## src/rtl/recip_div_cfg.svh

```systemverilog
`ifndef RECIP_DIV_CFG_SVH
`define RECIP_DIV_CFG_SVH

// Operand, product and accumulator widths
`define RD_WORD_W      32
`define RD_PROD_W      64
`define RD_ACC_W       67
`define RD_EXT_LSB     64
`define RD_CNT_W       6
`define RD_SEED_W      6

// Target precision used to size the fixed iteration count
`define RD_PREC_BITS   32

// Iteration cap when stopping on tolerance
`define RD_MAX_ITER    16

// Smallest legal divisor (one half, signed fraction with 31 fraction bits)
`define RD_DIV_HALF    32'h4000_0000

// Two, at the scale of divisor times approximation (61 fraction bits)
`define RD_TWO_BX      64'h4000_0000_0000_0000

// Extended accumulator bits expected for the negated product
`define RD_EXT_ONES    3'h7

`endif

```

## src/rtl/recip_div_pkg.sv

```systemverilog
package recip_div_pkg;

   // Multiplier/accumulator operations; the sequencer issues all but MAC_SHR_ACC
   typedef enum logic [2:0] {
      MAC_IDLE,
      MAC_LOAD_TEMP,
      MAC_NEG_MUL,
      MAC_SHL_MUL,
      MAC_QUOT_MUL,
      MAC_SHR_ACC
   } mac_op_t;

   // Sequencer states
   typedef enum logic [2:0] {
      S_IDLE,
      S_LOAD,
      S_NEG,
      S_SHL,
      S_FIN
   } seq_state_t;

endpackage

```

## src/rtl/recip_div_if.sv

```systemverilog
`timescale 1ns/1ns
`include "recip_div_cfg.svh"

interface recip_div_if;

   recip_div_pkg::mac_op_t      op;
   logic [`RD_WORD_W-1:0]       first_operand_bus;
   logic [`RD_WORD_W-1:0]       second_operand_bus;
   logic [`RD_WORD_W-1:0]       temp;
   logic [`RD_ACC_W-1:0]        acc;
   logic [`RD_WORD_W-1:0]       y;

   // Control side: drives operation and operands
   modport sequencer (
      output op,
      output first_operand_bus,
      output second_operand_bus,
      input  temp,
      input  acc,
      input  y
   );

   // Datapath side: executes one operation per clock
   modport datapath (
      input  op,
      input  first_operand_bus,
      input  second_operand_bus,
      output temp,
      output acc,
      output y
   );

endinterface

```

## src/rtl/recip_div_sequencer.sv

```systemverilog
`timescale 1ns/1ns
`include "recip_div_cfg.svh"


module recip_div_sequencer #(
   parameter int unsigned MAX_ITER  = `RD_MAX_ITER,
   parameter int unsigned PREC_BITS = `RD_PREC_BITS
) (
   input  wire logic                    clk_in,
   input  wire logic                    arst_n_in,
   recip_div_if.sequencer               mac,
   input  wire logic                    start_in,
   input  wire logic [`RD_WORD_W-1:0]   divisor_in,
   input  wire logic [`RD_WORD_W-1:0]   dividend_in,
   input  wire logic [`RD_WORD_W-1:0]   seed_in,
   input  wire logic [`RD_SEED_W-1:0]   seed_bits_in,
   input  wire logic                    fixed_count_in,
   input  wire logic [`RD_WORD_W-1:0]   tolerance_in,
   output logic                         busy_out,
   output logic                         done_out,
   output logic                         range_err_out,
   output logic [`RD_WORD_W-1:0]        quotient_out,
   output logic [`RD_WORD_W-1:0]        recip_out,
   output logic [`RD_CNT_W-1:0]         iter_out
);

   // ***************************************************************
   // Fixed iteration count
   // ***************************************************************
   // Smallest count k with k*(2m+1) >= precision, never below one;
   // a constant-bound loop keeps this free of a real divider
   function automatic logic [`RD_CNT_W-1:0] fixed_iters(input logic [`RD_SEED_W-1:0] m);
      logic [`RD_CNT_W-1:0] n;
      int                   w;
      n = `RD_CNT_W'(PREC_BITS);
      w = 2 * int'(m) + 1;
      for (int k = PREC_BITS; k >= 1; k--)
      begin
         if (k * w >= int'(PREC_BITS))
            n = `RD_CNT_W'(k);
      end
      return n;
   endfunction

   // ***************************************************************
   // Operand checks at start
   // ***************************************************************
   logic [`RD_PROD_W-1:0] seed_prod;
   logic                  div_ok;
   logic                  seed_ok;
   logic                  start_ok;

   // Reject rather than iterate: an illegal pair diverges silently
   assign seed_prod = `RD_PROD_W'(divisor_in) * `RD_PROD_W'(seed_in);
   assign div_ok    = (divisor_in >= `RD_DIV_HALF) && !divisor_in[`RD_WORD_W-1];
   assign seed_ok   = (seed_in != '0) && (seed_prod < `RD_TWO_BX);
   assign start_ok  = div_ok && seed_ok;

   // ***************************************************************
   // State and operand registers
   // ***************************************************************
   recip_div_pkg::seq_state_t   state_q;
   logic [`RD_WORD_W-1:0]       divisor_q;
   logic [`RD_WORD_W-1:0]       dividend_q;
   logic [`RD_WORD_W-1:0]       seed_q;
   logic [`RD_WORD_W-1:0]       tol_q;
   logic                        fixed_q;
   logic [`RD_CNT_W-1:0]        lim_q;
   logic [`RD_CNT_W-1:0]        count_q;
   logic [`RD_WORD_W-1:0]       prev_x_q;
   logic [`RD_WORD_W-1:0]       diff;
   logic                        stop;

   // Absolute difference of the two most recent approximations
   assign diff = (mac.temp >= prev_x_q) ? (mac.temp - prev_x_q) : (prev_x_q - mac.temp);

   // Decided in the first cycle of the next iteration, so the loop stays
   // at two clocks; on a stop the quotient multiply is issued instead of the negate
   assign stop = (count_q == lim_q)
               || (!fixed_q && (count_q != '0) && (diff <= tol_q));

   // Operand capture on an accepted start
   always_ff @(posedge clk_in or negedge arst_n_in)
   begin
      if (!arst_n_in)
      begin
         divisor_q  <= '0;
         dividend_q <= '0;
         seed_q     <= '0;
         tol_q      <= '0;
         fixed_q    <= 1'b0;
         lim_q      <= '0;
      end
      else if (state_q == recip_div_pkg::S_IDLE && start_in && start_ok)
      begin
         divisor_q  <= divisor_in;
         dividend_q <= dividend_in;
         seed_q     <= seed_in;
         tol_q      <= tolerance_in;
         fixed_q    <= fixed_count_in;
         lim_q      <= fixed_count_in ? fixed_iters(seed_bits_in)
                                      : `RD_CNT_W'(MAX_ITER);
      end
   end

   // ***************************************************************
   // Sequence control
   // ***************************************************************
   // Iterations alternate negate and shift-multiply with no idle cycle
   always_ff @(posedge clk_in or negedge arst_n_in)
   begin
      if (!arst_n_in)
         state_q <= recip_div_pkg::S_IDLE;
      else
      begin
         unique case (state_q)
            recip_div_pkg::S_IDLE:
               if (start_in && start_ok)
                  state_q <= recip_div_pkg::S_LOAD;
            recip_div_pkg::S_LOAD:
               state_q <= recip_div_pkg::S_NEG;
            recip_div_pkg::S_NEG:
               state_q <= stop ? recip_div_pkg::S_FIN : recip_div_pkg::S_SHL;
            recip_div_pkg::S_SHL:
               state_q <= recip_div_pkg::S_NEG;
            recip_div_pkg::S_FIN:
               state_q <= recip_div_pkg::S_IDLE;
         endcase
      end
   end

   // Iteration counter and previous approximation
   always_ff @(posedge clk_in or negedge arst_n_in)
   begin
      if (!arst_n_in)
      begin
         count_q  <= '0;
         prev_x_q <= '0;
      end
      else if (state_q == recip_div_pkg::S_LOAD)
      begin
         count_q  <= '0;
         prev_x_q <= seed_q;
      end
      else if (state_q == recip_div_pkg::S_SHL)
      begin
         count_q  <= count_q + `RD_CNT_W'(1);
         prev_x_q <= mac.temp;
      end
   end

   // ***************************************************************
   // Operation issue
   // ***************************************************************
   // No add-two step: the negated product already carries the fraction
   always_comb
   begin
      mac.op = recip_div_pkg::MAC_IDLE;
      unique case (state_q)
         recip_div_pkg::S_LOAD:
            mac.op = recip_div_pkg::MAC_LOAD_TEMP;
         recip_div_pkg::S_NEG:
            mac.op = stop ? recip_div_pkg::MAC_QUOT_MUL
                          : recip_div_pkg::MAC_NEG_MUL;
         recip_div_pkg::S_SHL:
            mac.op = recip_div_pkg::MAC_SHL_MUL;
         recip_div_pkg::S_IDLE,
         recip_div_pkg::S_FIN:
            mac.op = recip_div_pkg::MAC_IDLE;
      endcase
   end

   // Divisor stays on the second bus for the whole run
   assign mac.second_operand_bus = divisor_q;
   // Seed while loading, dividend otherwise
   assign mac.first_operand_bus  = (state_q == recip_div_pkg::S_LOAD) ? seed_q : dividend_q;

   // ***************************************************************
   // Results
   // ***************************************************************
   logic                  done_q;
   logic                  err_q;
   logic [`RD_WORD_W-1:0] quot_q;
   logic [`RD_WORD_W-1:0] recip_q;
   logic [`RD_CNT_W-1:0]  iter_q;

   // Results stay until the next accepted start finishes
   always_ff @(posedge clk_in or negedge arst_n_in)
   begin
      if (!arst_n_in)
      begin
         done_q  <= 1'b0;
         quot_q  <= '0;
         recip_q <= '0;
         iter_q  <= '0;
      end
      else
      begin
         done_q <= (state_q == recip_div_pkg::S_FIN);
         if (state_q == recip_div_pkg::S_FIN)
         begin
            quot_q  <= mac.y;
            recip_q <= mac.temp;
            iter_q  <= count_q;
         end
      end
   end

   // One-cycle error pulse for a rejected start
   always_ff @(posedge clk_in or negedge arst_n_in)
   begin
      if (!arst_n_in)
         err_q <= 1'b0;
      else
         err_q <= (state_q == recip_div_pkg::S_IDLE) && start_in && !start_ok;
   end

   assign busy_out      = (state_q != recip_div_pkg::S_IDLE);
   assign done_out      = done_q;
   assign range_err_out = err_q;
   assign quotient_out  = quot_q;
   assign recip_out     = recip_q;
   assign iter_out      = iter_q;

endmodule

```

## src/flat_wrapper.sv

```systemverilog
// flat-port wrapper written by rule: the top's interface ports become plain ports
module recip_div_sequencer_flat 
#(
   parameter int unsigned MAX_ITER  = `RD_MAX_ITER,
   parameter int unsigned PREC_BITS = `RD_PREC_BITS
)
  (clk_in, arst_n_in, start_in, divisor_in, dividend_in, seed_in, seed_bits_in, fixed_count_in, tolerance_in, busy_out, done_out, range_err_out, quotient_out, recip_out, iter_out, mac_op, mac_first_operand_bus, mac_second_operand_bus, mac_temp, mac_acc, mac_y);
  recip_div_if mac_i ();
  input  wire logic clk_in;
  input  wire logic arst_n_in;
  input  wire logic start_in;
  input  wire logic [`RD_WORD_W-1:0] divisor_in;
  input  wire logic [`RD_WORD_W-1:0] dividend_in;
  input  wire logic [`RD_WORD_W-1:0] seed_in;
  input  wire logic [`RD_SEED_W-1:0] seed_bits_in;
  input  wire logic fixed_count_in;
  input  wire logic [`RD_WORD_W-1:0] tolerance_in;
  output logic busy_out;
  output logic done_out;
  output logic range_err_out;
  output logic [`RD_WORD_W-1:0] quotient_out;
  output logic [`RD_WORD_W-1:0] recip_out;
  output logic [`RD_CNT_W-1:0] iter_out;
  output wire logic [$bits(mac_i.op)-1:0] mac_op;
  output wire logic [$bits(mac_i.first_operand_bus)-1:0] mac_first_operand_bus;
  output wire logic [$bits(mac_i.second_operand_bus)-1:0] mac_second_operand_bus;
  input wire logic [$bits(mac_i.temp)-1:0] mac_temp;
  input wire logic [$bits(mac_i.acc)-1:0] mac_acc;
  input wire logic [$bits(mac_i.y)-1:0] mac_y;
  assign mac_op = mac_i.op;
  assign mac_first_operand_bus = mac_i.first_operand_bus;
  assign mac_second_operand_bus = mac_i.second_operand_bus;
  assign mac_i.temp = mac_temp;
  assign mac_i.acc = mac_acc;
  assign mac_i.y = mac_y;
  recip_div_sequencer #(.MAX_ITER(MAX_ITER), .PREC_BITS(PREC_BITS)) u_core (.clk_in(clk_in), .arst_n_in(arst_n_in), .mac(mac_i), .start_in(start_in), .divisor_in(divisor_in), .dividend_in(dividend_in), .seed_in(seed_in), .seed_bits_in(seed_bits_in), .fixed_count_in(fixed_count_in), .tolerance_in(tolerance_in), .busy_out(busy_out), .done_out(done_out), .range_err_out(range_err_out), .quotient_out(quotient_out), .recip_out(recip_out), .iter_out(iter_out));
endmodule
```

## config.mk

```make
export PLATFORM = sky130hd
export DESIGN_NAME = recip_div_sequencer_flat
export DESIGN_NICKNAME = d
export VERILOG_FILES = /design/src/rtl/recip_div_pkg.sv /design/src/rtl/recip_div_if.sv /design/src/rtl/recip_div_sequencer.sv /design/src/flat_wrapper.sv
export VERILOG_INCLUDE_DIRS = /design/src /design/src/rtl
export SDC_FILE = /design/constraint.sdc
export NUM_CORES = 2
export LEC_CHECK = 0
export ABC_AREA = 1
export BUFFER_PORTS_ARGS = -buffer_cell sky130_fd_sc_hd__buf_2
export CAP_MARGIN = 20
export CELL_PAD_IN_SITES_DETAIL_PLACEMENT = 1
export CELL_PAD_IN_SITES_GLOBAL_PLACEMENT = 2
export CORE_UTILIZATION = 40
export DETAILED_ROUTE_END_ITERATION = 7
export HOLD_SLACK_MARGIN = 0.05
export PLACE_DENSITY_LB_ADDON = 0.1
export SETUP_SLACK_MARGIN = 0.05
export SYNTH_ARGS = -nofsm -noshare
export SYNTH_HDL_FRONTEND = slang
export SYNTH_SLANG_ARGS = --single-unit
```

## constraint.sdc

```tcl
create_clock -name clk_in -period 14.8 [get_ports clk_in]
set_input_delay 2.22 -clock clk_in [delete_from_list [all_inputs] [get_ports clk_in]]
set_output_delay 2.22 -clock clk_in [all_outputs]
set_load 0.01 [all_outputs]
```

==> run metrics <==
outcome finished, final reports clean; Max Cap Violations 0; TritonCTS buffer count 28; most frequent CP cell fa_1; worst slew pin tran 0.9770 ns; post-route minimum period roughly 12 ns; Slowest cell on crit path inv_4; largest net degree at the start of global routing 87; hold_sp u_core.quotient_out[15]$_DFFE_PN0P_; critical register-to-register path endpoint u_core.state_q[0]$_DFFE_PN0P_; endpoints failing hold 0; hold_buf cts 0; count of cell types in the netlist 61; number of I/O pins 409; Worst Setup Start Kind primary input; post-detail-place hpwl 144400 µm; post-synthesis net count between 8000 and 9000; Seq cells post-synth around 250; crit path from seed_in[19]; Final WS setup 3.251 ns; mux contribution to synthesized area 0.001184; layout cell share with drive strength beyond 1 0.07441; final setup fails 0; synthesized-area fraction occupied by adder cells 0.4854; setup slack, reg-to-reg 7.94 ns; initial antenna violation count 30; Hold EP u_core.quotient_out[15]$_DFFE_PN0P_; synth-to-layout area growth 8.042%; Num Clock Sinks 248; Multi-input gate area 38090 µm²; crit share post-route 0.7803; port buffer count about 340; Setup Buffers After CTS 0; Clock Root Buffer clkbuf_16; post-synthesis xor/xnor area fraction 0.01263; First-pass DRT Iterations 5; compound-gate portion of the synthesized area 0.06351; Die Y 361.8 µm; simple logic cell fraction of the synthesized area 0.1722; design area about 56000 µm²; Pins Over Slew Limit 0; async set-reset flop share out of synthesis 1.000; FP Rows 131; Routed WL per cell between 20 and 25 µm; # DRC 0; CTS tree built; main combinational cell family by area after synthesis adder cells; placed cell areas ~55000 µm²; FF-to-FF path depth 24; max incr delay on CP 0.71 ns; die width 361.8 µm; GP Congestion ~0.89; DRT iter0 DRCs approximately 2600; Bufs on Longest Clock Path 3; non-filler cells, final 8470; worst hold path class reg2reg; clk_lat worst skew 0.64 ns; Layout Nets 8425; grt ovf 0; Synth Instances 6588; FF+latch area 6206 µm²; Setup CP Type in2reg; reg2reg start u_core.prev_x_q[10]$_DFFE_PN0P_; Post-synth EDFFs 0; vias in the first global route about 48000; first-pass GRT wire length 292300 µm; post-CTS sizing 0; Fin Clk Skew 0.03298 ns; synth warn 0; crit path max fanout 80; WP data required 15.35 ns; CP endpoint kind register; pre-CTS setup slack 2.655 ns; Total Wirelength roughly 190000 µm; Core ar. 128000 µm²; synthesized cell area 51790 µm²; placed insts roughly 8400; H-tree depth 1; Peak Freq 0.08659 GHz; syn_area_per_cell 7.862 µm²; ys flop type dfrtp_1; hold path cells 2; Starting Density 0.4046; via count 43310; Rel. slew slack 0.3487; RSZ-0062 raised after global routing false; Clock Pin Slew Worst Setup and Hold Paths approximately 0.06 ns; post-synthesis sequential area ratio 0.1198; fillcell total 15778; full die area 130900 µm²; Critical Path AT 12.10 ns; Fin Setup TNS 0 ns; Antenna Nets Post-Route 0; vias per cell 5.113; total track usage 0.2939
==> through the flow <==
step	hold WS, ns	util
after floorplan	0.4425	-
after global placement	0.4466	0.4299
after detailed placement	0.4558	0.4299
after CTS	0.4705	0.4370
after global routing	0.4949	0.4370
final	0.4657	0.4371
==> layout by cell type, fill, tap and decap left out, types with 4 or more instances in the layout <==
cell type  synthesis  layout
inv_2              8       6
nor3_1            36      36
a21boi_1           4       4
a31oi_1           18      18
or2_2              5       5
inv_1           1652    1652
nor4_1            28      28
nand2_2            5       5
o22ai_1            8       8
ha_1             499     499
o21ai_0          219     219
diode_2            0       8
nand2_1         1879    1879
nand3_1           97      97
clkbuf_8           0       8
buf_2              9     340
clkinv_2           0       5
a21oi_1          192     192
a211oi_1           9       9
o31ai_1            7       7
nand3b_1           4       4
a21o_1             6       6
o311ai_0           6       6
o211ai_1          12      12
fa_1             944     944
nand4_1           37      37
mux2i_1            5       5
clkbuf_1         301       7
o221ai_1          36      36
o2111ai_1          4       4
xor2_1            41      41
dfrtp_1          248     248
nor2_2             3       4
clkbuf_16          0      28
xnor2_1           30      30
o21bai_1           6       6
o21a_1             8       8
o21ai_1           13      13
buf_4             11      79
nor2_1           153     150
==> Yosys cell counts (all sizes together), types with 18 or more instances <==
master  count  area share
a21oi     192       0.019
clkbuf    301       0.022
nor2      157       0.012
xor2       43      0.0076
nor3       38      0.0039
nand4      37      0.0045
fa        944        0.36
nand2    1886        0.14
ha        499        0.12
nand3      99      0.0098
o221ai     36      0.0061
dfrtp     248        0.12
buf        25      0.0030
o21ai     234       0.023
a31oi      18      0.0022
nor4       28      0.0034
xnor2      30      0.0051
inv      1660        0.12
==> critical path: cells and delay by family <==
kind	cells	cell delay, ns
AO/OA/AOI/OAI	4	1.04
XOR/XNOR	1	0.19
adder cells (fa/ha/maj)	9	4.55
buffers and inverters	10	2.46
AND/OR/NAND/NOR	7	1.44
==> layout make-up <==
class	instances	share of cell area
clock inverters	7	0.001252
multi-input cells	4352	0.6807
clock buffers	43	0.01496
well taps	1729	0.03866
diodes	8	0.0003577
flip-flops and latches	248	0.1109
inverters	1662	0.1115
repair buffers	421	0.04163
==> flip-flops by register name, summed over array words and instances, names as in the netlist <==
name / count
u_core.quotient_out: 32
u_core.recip_out: 32
u_core.dividend_q: 32
u_core.seed_q: 32
u_core.lim_q: 6
u_core.count_q: 6
u_core.fixed_q: 1
u_core.iter_out: 6
u_core.tol_q: 32
u_core.done_out: 1
u_core.mac.second_operand_bus: 32
u_core.range_err_out: 1
u_core.state_q: 3
u_core.prev_x_q: 32
==> per-layer routing <==
layer  vias up  part of all wire  track usage  wire, µm
met1     22422              0.45       0.4093     84380
met4        18             0.023      0.05965      4346
met5         -           0.00048            0        90
met3       234             0.051      0.03287      9630
met2      1031              0.48       0.4934     89280
li1      19605                 -            -         -
==> kinds of logic (layout without fill, tap and decap cells) <==
logic type	after synthesis	count (layout)
multiplexers	6	6
AND/OR/NAND/NOR	2259	2259
other	0	8
adder cells (fa/ha/maj)	1443	1443
buffers and inverters	1988	2133
AO/OA/AOI/OAI	571	571
flip-flops	248	248
XOR/XNOR	73	73
==> how the worst max path moves through the flow <==
stage,end,cells after the start
6_report,u_core.mac.second_operand_bus[18]$_DFFE_PN0P_,31
5_1_grt,u_core.seed_q[2]$_DFFE_PN0P_,31
3_5_place_dp,u_core.mac.second_operand_bus[22]$_DFFE_PN0P_,31
4_1_cts,u_core.mac.second_operand_bus[18]$_DFFE_PN0P_,31
3_3_place_gp,u_core.mac.second_operand_bus[21]$_DFFE_PN0P_,31
2_1_floorplan,u_core.seed_q[27]$_DFFE_PN0P_,35
Power is left out: the tool's default activity adds up to more than one toggle a clock period on the data nets, which glitch-free logic cannot reach.
